[src/inc/snf_defs.vh]
`ifndef SNF_DEFS_VH
`define SNF_DEFS_VH

`define SNF_OPC_LATCH_SET 8'h06
`define SNF_OPC_LATCH_CLR 8'h04
`define SNF_OPC_STAT_RD 8'h05
`define SNF_OPC_STAT_WR 8'h01
`define SNF_OPC_MEM_RD_LO 4'h3
`define SNF_OPC_MEM_WR_LO 4'h2
`define SNF_OPC_MEM_A8_BIT 3

`define SNF_ST_LATCH_BIT 1
`define SNF_ST_GUARD_LO_BIT 2
`define SNF_ST_GUARD_HI_BIT 3
`define SNF_GUARD_RESET 2'h0

`define SNF_ADDR_W 9
`define SNF_DATA_W 8
`define SNF_QUARTER_BASE 9'h180
`define SNF_HALF_BASE 9'h100
`define SNF_BUF_W 17

`endif

[src/core/snf_wbuf.v]
`include "snf_defs.vh"

module snf_wbuf (
   input wire clk_sys,
   input wire nrst,
   input wire in_valid,
   output wire in_ready,
   input wire [`SNF_BUF_W-1:0] in_data,
   output wire out_valid,
   input wire out_ready,
   output wire [`SNF_BUF_W-1:0] out_data
);
   reg [`SNF_BUF_W-1:0] slot_reg [0:1];
   reg wr_ptr_reg;
   reg rd_ptr_reg;
   reg [1:0] count_reg;
   wire push;
   wire pop;

   assign in_ready = (count_reg != 2'h2);
   assign out_valid = (count_reg != 2'h0);
   assign out_data = slot_reg[rd_ptr_reg];
   assign push = in_valid & in_ready;
   assign pop = out_valid & out_ready;

   always @(posedge clk_sys or negedge nrst) begin
      if (!nrst) begin
         slot_reg[0] <= {`SNF_BUF_W{1'b0}};
         slot_reg[1] <= {`SNF_BUF_W{1'b0}};
         wr_ptr_reg <= 1'b0;
         rd_ptr_reg <= 1'b0;
         count_reg <= 2'h0;
      end else begin
         if (push) begin
            slot_reg[wr_ptr_reg] <= in_data;
            wr_ptr_reg <= ~wr_ptr_reg;
         end
         if (pop) begin
            rd_ptr_reg <= ~rd_ptr_reg;
         end
         if (push && !pop) begin
            count_reg <= count_reg + 2'h1;
         end else if (pop && !push) begin
            count_reg <= count_reg - 2'h1;
         end
      end
   end
endmodule

[src/core/snf_front_end.v]
`include "snf_defs.vh"

module snf_front_end (
   input wire clk_sys,
   input wire nrst,
   input wire cs_n,
   input wire sck,
   input wire si,
   input wire wp_n,
   output reg so_out,
   output reg so_oe,
   output reg [`SNF_ADDR_W-1:0] mem_rd_addr,
   input wire [`SNF_DATA_W-1:0] mem_rd_data,
   output wire mem_wr_valid,
   input wire mem_wr_ready,
   output wire [`SNF_ADDR_W-1:0] mem_wr_addr,
   output wire [`SNF_DATA_W-1:0] mem_wr_data,
   output reg write_enable_latch,
   output wire [7:0] device_status,
   output reg spi_mode3,
   output reg wr_overrun
);
   localparam [6:0] ST_OPC = 7'h01;
   localparam [6:0] ST_ADDR = 7'h02;
   localparam [6:0] ST_MRD = 7'h04;
   localparam [6:0] ST_MWR = 7'h08;
   localparam [6:0] ST_SRD = 7'h10;
   localparam [6:0] ST_SWR = 7'h20;
   localparam [6:0] ST_IDLE = 7'h40;

   reg cs_n_prev_reg;
   reg sck_prev_reg;
   reg [6:0] state_reg;
   reg [6:0] state_next;
   reg [2:0] bit_cnt_reg;
   reg [2:0] bit_cnt_next;
   reg [2:0] out_cnt_reg;
   reg [2:0] out_cnt_next;
   reg [7:0] sh_in_reg;
   reg [7:0] sh_in_next;
   reg [7:0] sh_out_reg;
   reg [7:0] sh_out_next;
   reg [`SNF_ADDR_W-1:0] addr_reg;
   reg [`SNF_ADDR_W-1:0] addr_next;
   reg rd_cmd_reg;
   reg rd_cmd_next;
   reg blocked_reg;
   reg blocked_next;
   reg clr_pend_reg;
   reg clr_pend_next;
   reg [1:0] guard_reg;
   reg [1:0] guard_next;
   reg wel_next;
   reg mode3_next;
   reg so_out_next;
   reg so_oe_next;
   reg push_reg;
   reg push_next;
   reg [`SNF_BUF_W-1:0] push_data_reg;
   reg [`SNF_BUF_W-1:0] push_data_next;

   wire sel;
   wire cs_fall;
   wire cs_rise;
   wire sck_rise;
   wire sck_fall;
   wire [7:0] byte_in;
   wire byte_done;
   wire buf_in_ready;

   // Guard field decode, used only by the write check
   function guarded;
      input [`SNF_ADDR_W-1:0] a;
      input [1:0] g;
      begin
         case (g)
            2'h0: guarded = 1'b0;
            2'h1: guarded = (a >= `SNF_QUARTER_BASE);
            2'h2: guarded = (a >= `SNF_HALF_BASE);
            default: guarded = 1'b1;
         endcase
      end
   endfunction

   // Memory opcode decode: returns 1 if high nibble is zero and low three bits match
   function mem_opc;
      input [7:0] op;
      input [3:0] lo;
      begin
         mem_opc = (op[7:4] == 4'h0) && (op[2:0] == lo[2:0]);
      end
   endfunction

   assign sel = ~cs_n;
   assign cs_fall = cs_n_prev_reg & ~cs_n;
   assign cs_rise = ~cs_n_prev_reg & cs_n;
   // An edge coinciding with select fall is not counted: mode 3 starts high
   assign sck_rise = sel & ~cs_fall & sck & ~sck_prev_reg;
   assign sck_fall = sel & ~cs_fall & ~sck & sck_prev_reg;
   assign byte_in = {sh_in_reg[6:0], si};
   assign byte_done = sck_rise & (bit_cnt_reg == 3'h7);
   assign device_status = {4'h0, guard_reg, write_enable_latch, 1'b0};

   always @* begin
      state_next = state_reg;
      bit_cnt_next = bit_cnt_reg;
      out_cnt_next = out_cnt_reg;
      sh_in_next = sh_in_reg;
      sh_out_next = sh_out_reg;
      addr_next = addr_reg;
      rd_cmd_next = rd_cmd_reg;
      blocked_next = blocked_reg;
      clr_pend_next = clr_pend_reg;
      guard_next = guard_reg;
      wel_next = write_enable_latch;
      mode3_next = spi_mode3;
      so_out_next = so_out;
      so_oe_next = so_oe;
      push_next = 1'b0;
      push_data_next = push_data_reg;

      if (cs_fall) begin
         state_next = ST_OPC;
         bit_cnt_next = 3'h0;
         out_cnt_next = 3'h0;
         sh_in_next = 8'h00;
         mode3_next = sck;
         clr_pend_next = 1'b0;
         blocked_next = 1'b0;
         so_oe_next = 1'b0;
      end else if (cs_rise || !sel) begin
         state_next = ST_IDLE;
         so_oe_next = 1'b0;
         if (cs_rise && clr_pend_reg) begin
            wel_next = 1'b0;
         end
         clr_pend_next = 1'b0;
      end else begin
         if (sck_rise) begin
            sh_in_next = byte_in;
            bit_cnt_next = bit_cnt_reg + 3'h1;
         end
         if (byte_done) begin
            case (state_reg)
               ST_OPC: begin
                  if (byte_in == `SNF_OPC_LATCH_SET) begin
                     wel_next = 1'b1;
                     state_next = ST_IDLE;
                  end else if (byte_in == `SNF_OPC_LATCH_CLR) begin
                     clr_pend_next = 1'b1;
                     state_next = ST_IDLE;
                  end else if (byte_in == `SNF_OPC_STAT_RD) begin
                     state_next = ST_SRD;
                  end else if (byte_in == `SNF_OPC_STAT_WR) begin
                     clr_pend_next = 1'b1;
                     state_next = ST_SWR;
                  end else if (mem_opc(byte_in, `SNF_OPC_MEM_RD_LO)) begin
                     addr_next = {byte_in[`SNF_OPC_MEM_A8_BIT], 8'h00};
                     rd_cmd_next = 1'b1;
                     state_next = ST_ADDR;
                  end else if (mem_opc(byte_in, `SNF_OPC_MEM_WR_LO)) begin
                     addr_next = {byte_in[`SNF_OPC_MEM_A8_BIT], 8'h00};
                     rd_cmd_next = 1'b0;
                     clr_pend_next = 1'b1;
                     state_next = ST_ADDR;
                  end else begin
                     state_next = ST_IDLE;
                  end
               end
               ST_ADDR: begin
                  addr_next = {addr_reg[8], byte_in};
                  state_next = rd_cmd_reg ? ST_MRD : ST_MWR;
               end
               ST_MWR: begin
                  if (write_enable_latch && wp_n && !blocked_reg && !guarded(addr_reg, guard_reg)) begin
                     push_next = 1'b1;
                     push_data_next = {addr_reg, byte_in};
                     addr_next = addr_reg + 9'h001;
                  end else begin
                     // A protected address freezes the burst for the rest of the frame
                     blocked_next = 1'b1;
                  end
               end
               ST_SWR: begin
                  if (write_enable_latch && wp_n) begin
                     guard_next = {byte_in[`SNF_ST_GUARD_HI_BIT], byte_in[`SNF_ST_GUARD_LO_BIT]};
                  end
                  state_next = ST_IDLE;
               end
               default: begin
                  state_next = state_reg;
               end
            endcase
         end
         if (sck_fall && (state_reg == ST_SRD || state_reg == ST_MRD)) begin
            out_cnt_next = out_cnt_reg + 3'h1;
            so_oe_next = 1'b1;
            if (out_cnt_reg == 3'h0) begin
               if (state_reg == ST_SRD) begin
                  sh_out_next = {device_status[6:0], 1'b0};
                  so_out_next = device_status[7];
               end else begin
                  sh_out_next = {mem_rd_data[6:0], 1'b0};
                  so_out_next = mem_rd_data[7];
                  addr_next = addr_reg + 9'h001;
               end
            end else begin
               sh_out_next = {sh_out_reg[6:0], 1'b0};
               so_out_next = sh_out_reg[7];
            end
         end
      end
   end

   always @(posedge clk_sys or negedge nrst) begin
      if (!nrst) begin
         cs_n_prev_reg <= 1'b1;
         sck_prev_reg <= 1'b0;
         state_reg <= ST_IDLE;
         bit_cnt_reg <= 3'h0;
         out_cnt_reg <= 3'h0;
         sh_in_reg <= 8'h00;
         sh_out_reg <= 8'h00;
         addr_reg <= 9'h000;
         rd_cmd_reg <= 1'b0;
         blocked_reg <= 1'b0;
         clr_pend_reg <= 1'b0;
         guard_reg <= `SNF_GUARD_RESET;
         write_enable_latch <= 1'b0;
         spi_mode3 <= 1'b0;
         so_out <= 1'b0;
         so_oe <= 1'b0;
         push_reg <= 1'b0;
         push_data_reg <= {`SNF_BUF_W{1'b0}};
         mem_rd_addr <= 9'h000;
         wr_overrun <= 1'b0;
      end else begin
         cs_n_prev_reg <= cs_n;
         sck_prev_reg <= sck;
         state_reg <= state_next;
         bit_cnt_reg <= bit_cnt_next;
         out_cnt_reg <= out_cnt_next;
         sh_in_reg <= sh_in_next;
         sh_out_reg <= sh_out_next;
         addr_reg <= addr_next;
         rd_cmd_reg <= rd_cmd_next;
         blocked_reg <= blocked_next;
         clr_pend_reg <= clr_pend_next;
         guard_reg <= guard_next;
         write_enable_latch <= wel_next;
         spi_mode3 <= mode3_next;
         so_out <= so_out_next;
         so_oe <= so_oe_next;
         push_reg <= push_next;
         push_data_reg <= push_data_next;
         mem_rd_addr <= addr_next;
         // SPI master cannot be stalled; a third word while both slots wait is flagged
         wr_overrun <= push_reg & ~buf_in_ready;
      end
   end

   snf_wbuf u_wbuf (
      .clk_sys(clk_sys),
      .nrst(nrst),
      .in_valid(push_reg),
      .in_ready(buf_in_ready),
      .in_data(push_data_reg),
      .out_valid(mem_wr_valid),
      .out_ready(mem_wr_ready),
      .out_data({mem_wr_addr, mem_wr_data})
   );
endmodule

[config.mk]
export PLATFORM = sky130hd
export DESIGN_NAME = snf_front_end
export DESIGN_NICKNAME = d
export VERILOG_FILES = /design/src/core/snf_wbuf.v /design/src/core/snf_front_end.v
export VERILOG_INCLUDE_DIRS = /design/src /design/src/inc
export SDC_FILE = /design/constraint.sdc
export NUM_CORES = 1
export LEC_CHECK = 0
export ABC_AREA = 0
export BUFFER_PORTS_ARGS = -buffer_cell sky130_fd_sc_hd__buf_2
export CAP_MARGIN = 40
export CORE_ASPECT_RATIO = 1.25
export CORE_MARGIN = 1
export CORE_UTILIZATION = 65
export CTS_BUF_LIST = sky130_fd_sc_hd__clkbuf_8
export CTS_CLUSTER_DIAMETER = 30
export CTS_CLUSTER_SIZE = 16
export DETAILED_ROUTE_END_ITERATION = 10
export GPL_TIMING_DRIVEN = 0
export MAX_ROUTING_LAYER = met4
export PLACE_DENSITY = 0.86
export SLEW_MARGIN = 30
export SYNTH_ARGS = -nofsm -noshare
export SYNTH_HDL_FRONTEND = slang
export SYNTH_SLANG_ARGS = --single-unit
[constraint.sdc]
create_clock -name clk_sys -period 5.3 [get_ports clk_sys]
set_input_delay 1.59 -clock clk_sys [delete_from_list [all_inputs] [get_ports clk_sys]]
set_output_delay 1.59 -clock clk_sys [all_outputs]
set_load 0.03 [all_outputs]
Word level (Yosys, flattened, before mapping) --
Cells that the tools add are included.
Operators by class: $lt $le $gt $ge 5, shift-type cells 0, muxes and demuxes 79, reductions and logical operators 45, eq/ne operators 22, add/subtract/negate cells 5, multiply operators 0, div/mod/pow operators 0, bitwise operators 26
Operator list (count):
- $mux W9 | 11
- $mux W7 | 12
- $mux W17 | 4
- $mux W1 | 36
- $bwmux W34 | 1
- $pmux W9 S3 | 1
- $eq A8 B3 Y1 const B | 3
- $pmux W7 S3 | 1
- $reduce_bool A2 Y1 | 10
- $ge A9 B9 Y1 const B | 2
- $mux W3 | 6
- $demux W17 S1 | 1
- $mux W8 | 2
- $reduce_and A5 Y1 | 3
- $not A1 Y1 | 13
- $and A1 B1 Y1 | 11
- $logic_and A1 B1 Y1 | 10
- $reduce_bool A5 Y1 | 2
- $add A9 B1 Y9 const B | 1
- $reduce_and A9 Y1 | 1
- $reduce_bool A3 Y1 | 3
- $eq A8 B1 Y1 const B | 1
- $reduce_and A2 Y1 | 4
- $eq A7 B1 Y1 const B | 1
- other kinds (31) | 42
Word-level totals: memories kept 0, register bits after elaboration 105, logic and storage cells 206, ROM bits 0, bits in latches 0, memory bits (writable) 0

Depth between registers and ports, before layout --
depth in word-level cells 18, mapped depth 8, depth with buffers taken out 7

Cells and area by module --
Synthesis repeated with hierarchy kept, for this count alone.
Unflattened totals: cell total of the unflattened synthesis 447, area, all modules 5161.2 um2
Modules (own cells, without submodules):
- snf_front_end | times used 1, area an instance 3382.0 um2, cells each 339
- snf_wbuf | times used 1, area an instance 1779.2 um2, cells each 108

Worst setup path before layout --
OpenSTA, ideal clock, no wires.
path type input-to-reg, start point input cs_n, end point register sh_out_reg[7], setup slack 1.903 ns, data required time 5.179 ns, stages 7, arrival 3.276 ns, library setup time 0.121 ns, path through clkbuf_1 -> or4b_1 -> or4_1 -> clkbuf_1 -> buf_2 -> a21oi_1 -> nand2_1
Between the ends: longest elaborated chain between the ends 8, elaborated cells on any way between the ends 11, those cells by class bitwise: 8; reduce/logical: 3
Ends and longest elaborated chain:
- start, declared | RTL line snf_front_end.v:6 | input wire cs_n,
- $not A1 Y1 | RTL line snf_front_end.v:94, snf_front_end.v:95
- $and A1 B1 Y1 | RTL line snf_front_end.v:95 | assign cs_fall = cs_n_prev_reg & ~cs_n;
- $not A1 Y1 (no source line)
- $and A1 B1 Y1 (3 in a row) | RTL line snf_front_end.v:99 | assign sck_fall = sel & ~cs_fall & ~sck & sck_prev_reg;
- $logic_and A1 B1 Y1 | RTL line snf_front_end.v:195 | if (sck_fall && (state_reg == ST_SRD || state_reg == ST_MRD)) begin
- $reduce_and A3 Y1 (no source line) *
- end signal, assigned | RTL line snf_front_end.v:244 | sh_out_reg <= sh_out_next;
- end, declared | RTL line snf_front_end.v:41 | reg [7:0] sh_out_reg;
Every way passes the cells marked *; elsewhere a longest branch is shown, timed or not. A chain may end at the register's enable or synchronous reset.

Final worst setup path --
start point register u_wbuf.rd_ptr_reg, end point output mem_wr_addr[2]
Between the ends: longest elaborated chain between the ends 4
Ends and longest elaborated chain:
- start, declared | RTL line snf_wbuf.v:15 | reg rd_ptr_reg;
- start signal, assigned | RTL line snf_wbuf.v:39 | rd_ptr_reg <= ~rd_ptr_reg;
- $not A1 Y2 (implied by the code) | RTL line snf_wbuf.v:22 | assign out_data = slot_reg[rd_ptr_reg];
- $mux W17 (implied by the code) (3 in a row) | RTL line snf_wbuf.v:22
- end, declared | RTL line snf_front_end.v:16 | output wire [`SNF_ADDR_W-1:0] mem_wr_addr,
Every way passes these cells. The select of a mux whose other input is x is not followed.

==> results by group <==
Synthesis
  • Post-synth EDFFs: 0
  • Syn avg cell area: 11.3 um^2
  • Post-synth ARST share: 100%
  • Synth Register Bits: 104
  • Mapped Area: 5080 um^2
  • Post-synth top flop: dfrtp_1
  • Synth Instances: roughly 450
  • Yosys cell types: 62
  • Sequential area share after synthesis: 51.3%
  • Yosys warns: 0

Setup path
  • Required @ worst endpoint: 3.71 ns
  • R2r startpoint: out_cnt_reg[0]$_DFFE_PN0P_
  • Critical path capture point type: primary output
  • Crit path from: u_wbuf.rd_ptr_reg$_DFFE_PN0P_
  • CP Launch Type: flop
  • Setup CP Type: reg -> out
  • Arr. time, crit path: 2.31 ns
  • CP Max Fanout: 10

Timing
  • F_max: 0.257 GHz
  • TNS Setup: 0 ns
  • RSZ-0062 raised after global routing: false
  • Worst slew pin tran: just over 0.7 ns
  • Clk_skew: 0.0101 ns
  • Tcrit/Tclk final: 73.5%
  • Setup ws final: roughly 1.4 ns
  • Worst rel slew slack: 51.6%
  • Min cycle time layout: between 3 and 4 ns
  • Setup Viol. Count Final: 0
  • Final Hold Viols: 0
  • Slew Viols, Final: 0

Finish
  • Share of layout cells above drive strength 1: 32.0%
  • Fin util: 75.7%
  • Diodes inserted: 0
  • Commonest cells after routing, fill and taps aside: dfrtp_1 (102), mux2_2 (77), nand2_1 (53)
  • Max reg flops: 34
  • Commonest non-fill, non-tap cell in the layout: dfrtp_1
  • Synthesis-to-layout area growth: 11.6%
  • Final instance area: 5670 um^2
  • Fin nets: 535

Floorplanning
  • Die width: 81.1 um
  • Initial Util: around two thirds
  • Die H: 101 um
  • Core box area: 7490 um^2
  • Row count: 35
  • Io pins: 55
  • Die footprint: 8180 um^2

Place
  • Post-DP HPWL: 7650 um
  • Area after DPL: 5490 um^2
  • Worst slack, placed: 1.18 ns
  • Gp weighted congestion: 0.964
  • Port bufs: just under 50

Pwr
  • Peak supply drop: 0.164 mV
  • Leak pwr: 2.85 nW
  • PD cells: 236 nW/um^2

Routing
  • Wirelength, routed: between 10000 and 15000 um
  • Number of remaining DRC errors: 0
  • ANT nets after route: 0
  • Initial DRT Pass Iterations: 5
  • Drt wl/cell: 17.3 um
  • Via density: 5.98
  • 1st-iter DRT viols: 148
  • Vias: roughly 3600

Clock tree
  • # H-tree levels: 3
  • CTS tree: built
  • Post-CTS sizing: 0
  • Num CTS Buffers: 9
  • Postcts setup bufs: 0
  • Hold-fix buffers at CTS: 0
  • CTS sink count: approximately 100
  • Clock Latency Late Sink: approximately 0.37 ns
  • Worst-case clock buffer depth: 2
  • Root buf cell: clkbuf_8
  • Clock transition at the registers of the reported paths: 0.10 ns

Global routing
  • First-pass GRT wire length: 17200 um
  • Vias in the first global route: 3542
  • Initial antenna violation count: 0
  • GRT overflow: 0
  • Pin count of the biggest net entering global routing: between 70 and 80
  • GRT Resource Usage Total: 29.1%

Run
  • Max cap viols: 0

Hold path
  • Hold_sp: so_oe$_DFFE_PN0P_
  • Hold WC Path Type: reg -> reg

Status
  • Status: finished clean
## metal layers
layer	wire length [um]	track usage, %
met5	0	-
met4	212	11.3
met3	382	3.71
met2	5390	48.7
met1	4560	35.6
## critical path: stages, from the launching register on
cell and delay (ns):
dfrtp_1 0.33, clkbuf_1 0.41, buf_1 0.60, mux2_2 0.42
buf_2 0.18
## synthesized netlist by cell type, types with 2 or more instances
cell type    n  area share (%)
or3_1        2            0.25
ha_1         7             1.7
a31oi_1      4            0.49
dfrtp_1    102              50
o2bb2ai_1    2            0.34
inv_1       12            0.89
o21a_1       4            0.59
or2_2        3            0.37
o21ai_0     18             1.8
mux2_2      77              17
nor2_1      19             1.4
or4_1        5            0.74
mux2i_1      4            0.79
a211o_1      2            0.34
xor2_1       3            0.52
o211ai_1     6            0.89
nand3_1      9            0.89
clkbuf_1    15             1.1
o31ai_1      2            0.30
nand2b_1     5            0.62
dfstp_2      2             1.0
nand2_1     53             3.9
a22o_1       2            0.34
or4b_1       2            0.39
a21oi_1      4            0.39
buf_4        7             1.0
a32oi_1      3            0.52
nor4_1       6            0.74
nor2b_1      4            0.49
nor3_1       8            0.79
xnor2_1     11             1.9
and3_1       5            0.62
nand4_1      3            0.37
buf_2        3            0.30
a22oi_1      3            0.44
a21o_1       5            0.74
## per-stage QoR
| stage | hold slack (ns) | power [mW] | cells |
|---|---|---|---|
| floorplan | 0.449 | 0.861 | 452 |
| global route | 0.510 | 1.39 | 610 |
| detailed placement | 0.468 | 0.896 | 594 |
| global placement | 0.460 | 0.891 | 593 |
| CTS | 0.498 | 1.35 | 610 |
| finish | 0.494 | 1.34 | 610 |
## report_power, final
| part | switching, mW | leakage (nW) | internal (mW) |
|---|---|---|---|
| Clock | 0.281 | 0.0919 | 0.177 |
| Sequential | 0.00614 | 1.43 | 0.800 |
| Combinational | 0.0488 | 1.33 | 0.0254 |
| Total | 0.336 | 2.85 | 1.00 |
## final cells by class
class                      instances  area, um^2
sequential                       104        2610
multi-input combinational        309        2310
fill                             488        1820
timing repair buffer              50         279
buffer                            27         139
clock buffer                       9         124
tap                               92         115
clock inverter                     7        55.1
inverter                          12        45.0
## worst paths after layout
kind / endpoint / depth (start not counted) / slack (ns)
worst max-delay path: mem_wr_addr[2] / 4 / 1.40
worst min register to register: so_oe$_DFFE_PN0P_ / 2 / 0.49
worst min-delay path: so_oe$_DFFE_PN0P_ / 2 / 0.49
max in group asynchronous: u_wbuf.slot_reg[3]$_DFFE_PN0P_ / 2 / 3.58
worst max register to register: addr_reg[7]$_DFFE_PN0P_ / 8 / 2.57
min in group asynchronous: u_wbuf.slot_reg[25]$_DFFE_PN0P_ / 1 / 1.09
## kinds of logic after synthesis
| logic type | share of synthesized area, % |
|---|---|
| compound gates | 9.60 |
| xor+xnor | 2.41 |
| fa+ha+maj | 1.72 |
| buf+inv | 3.62 |
| flops | 51.3 |
| mux | 17.9 |
| other cells | 0.0738 |
| simple gates | 13.4 |
Power figures use the tool's default switching activity.
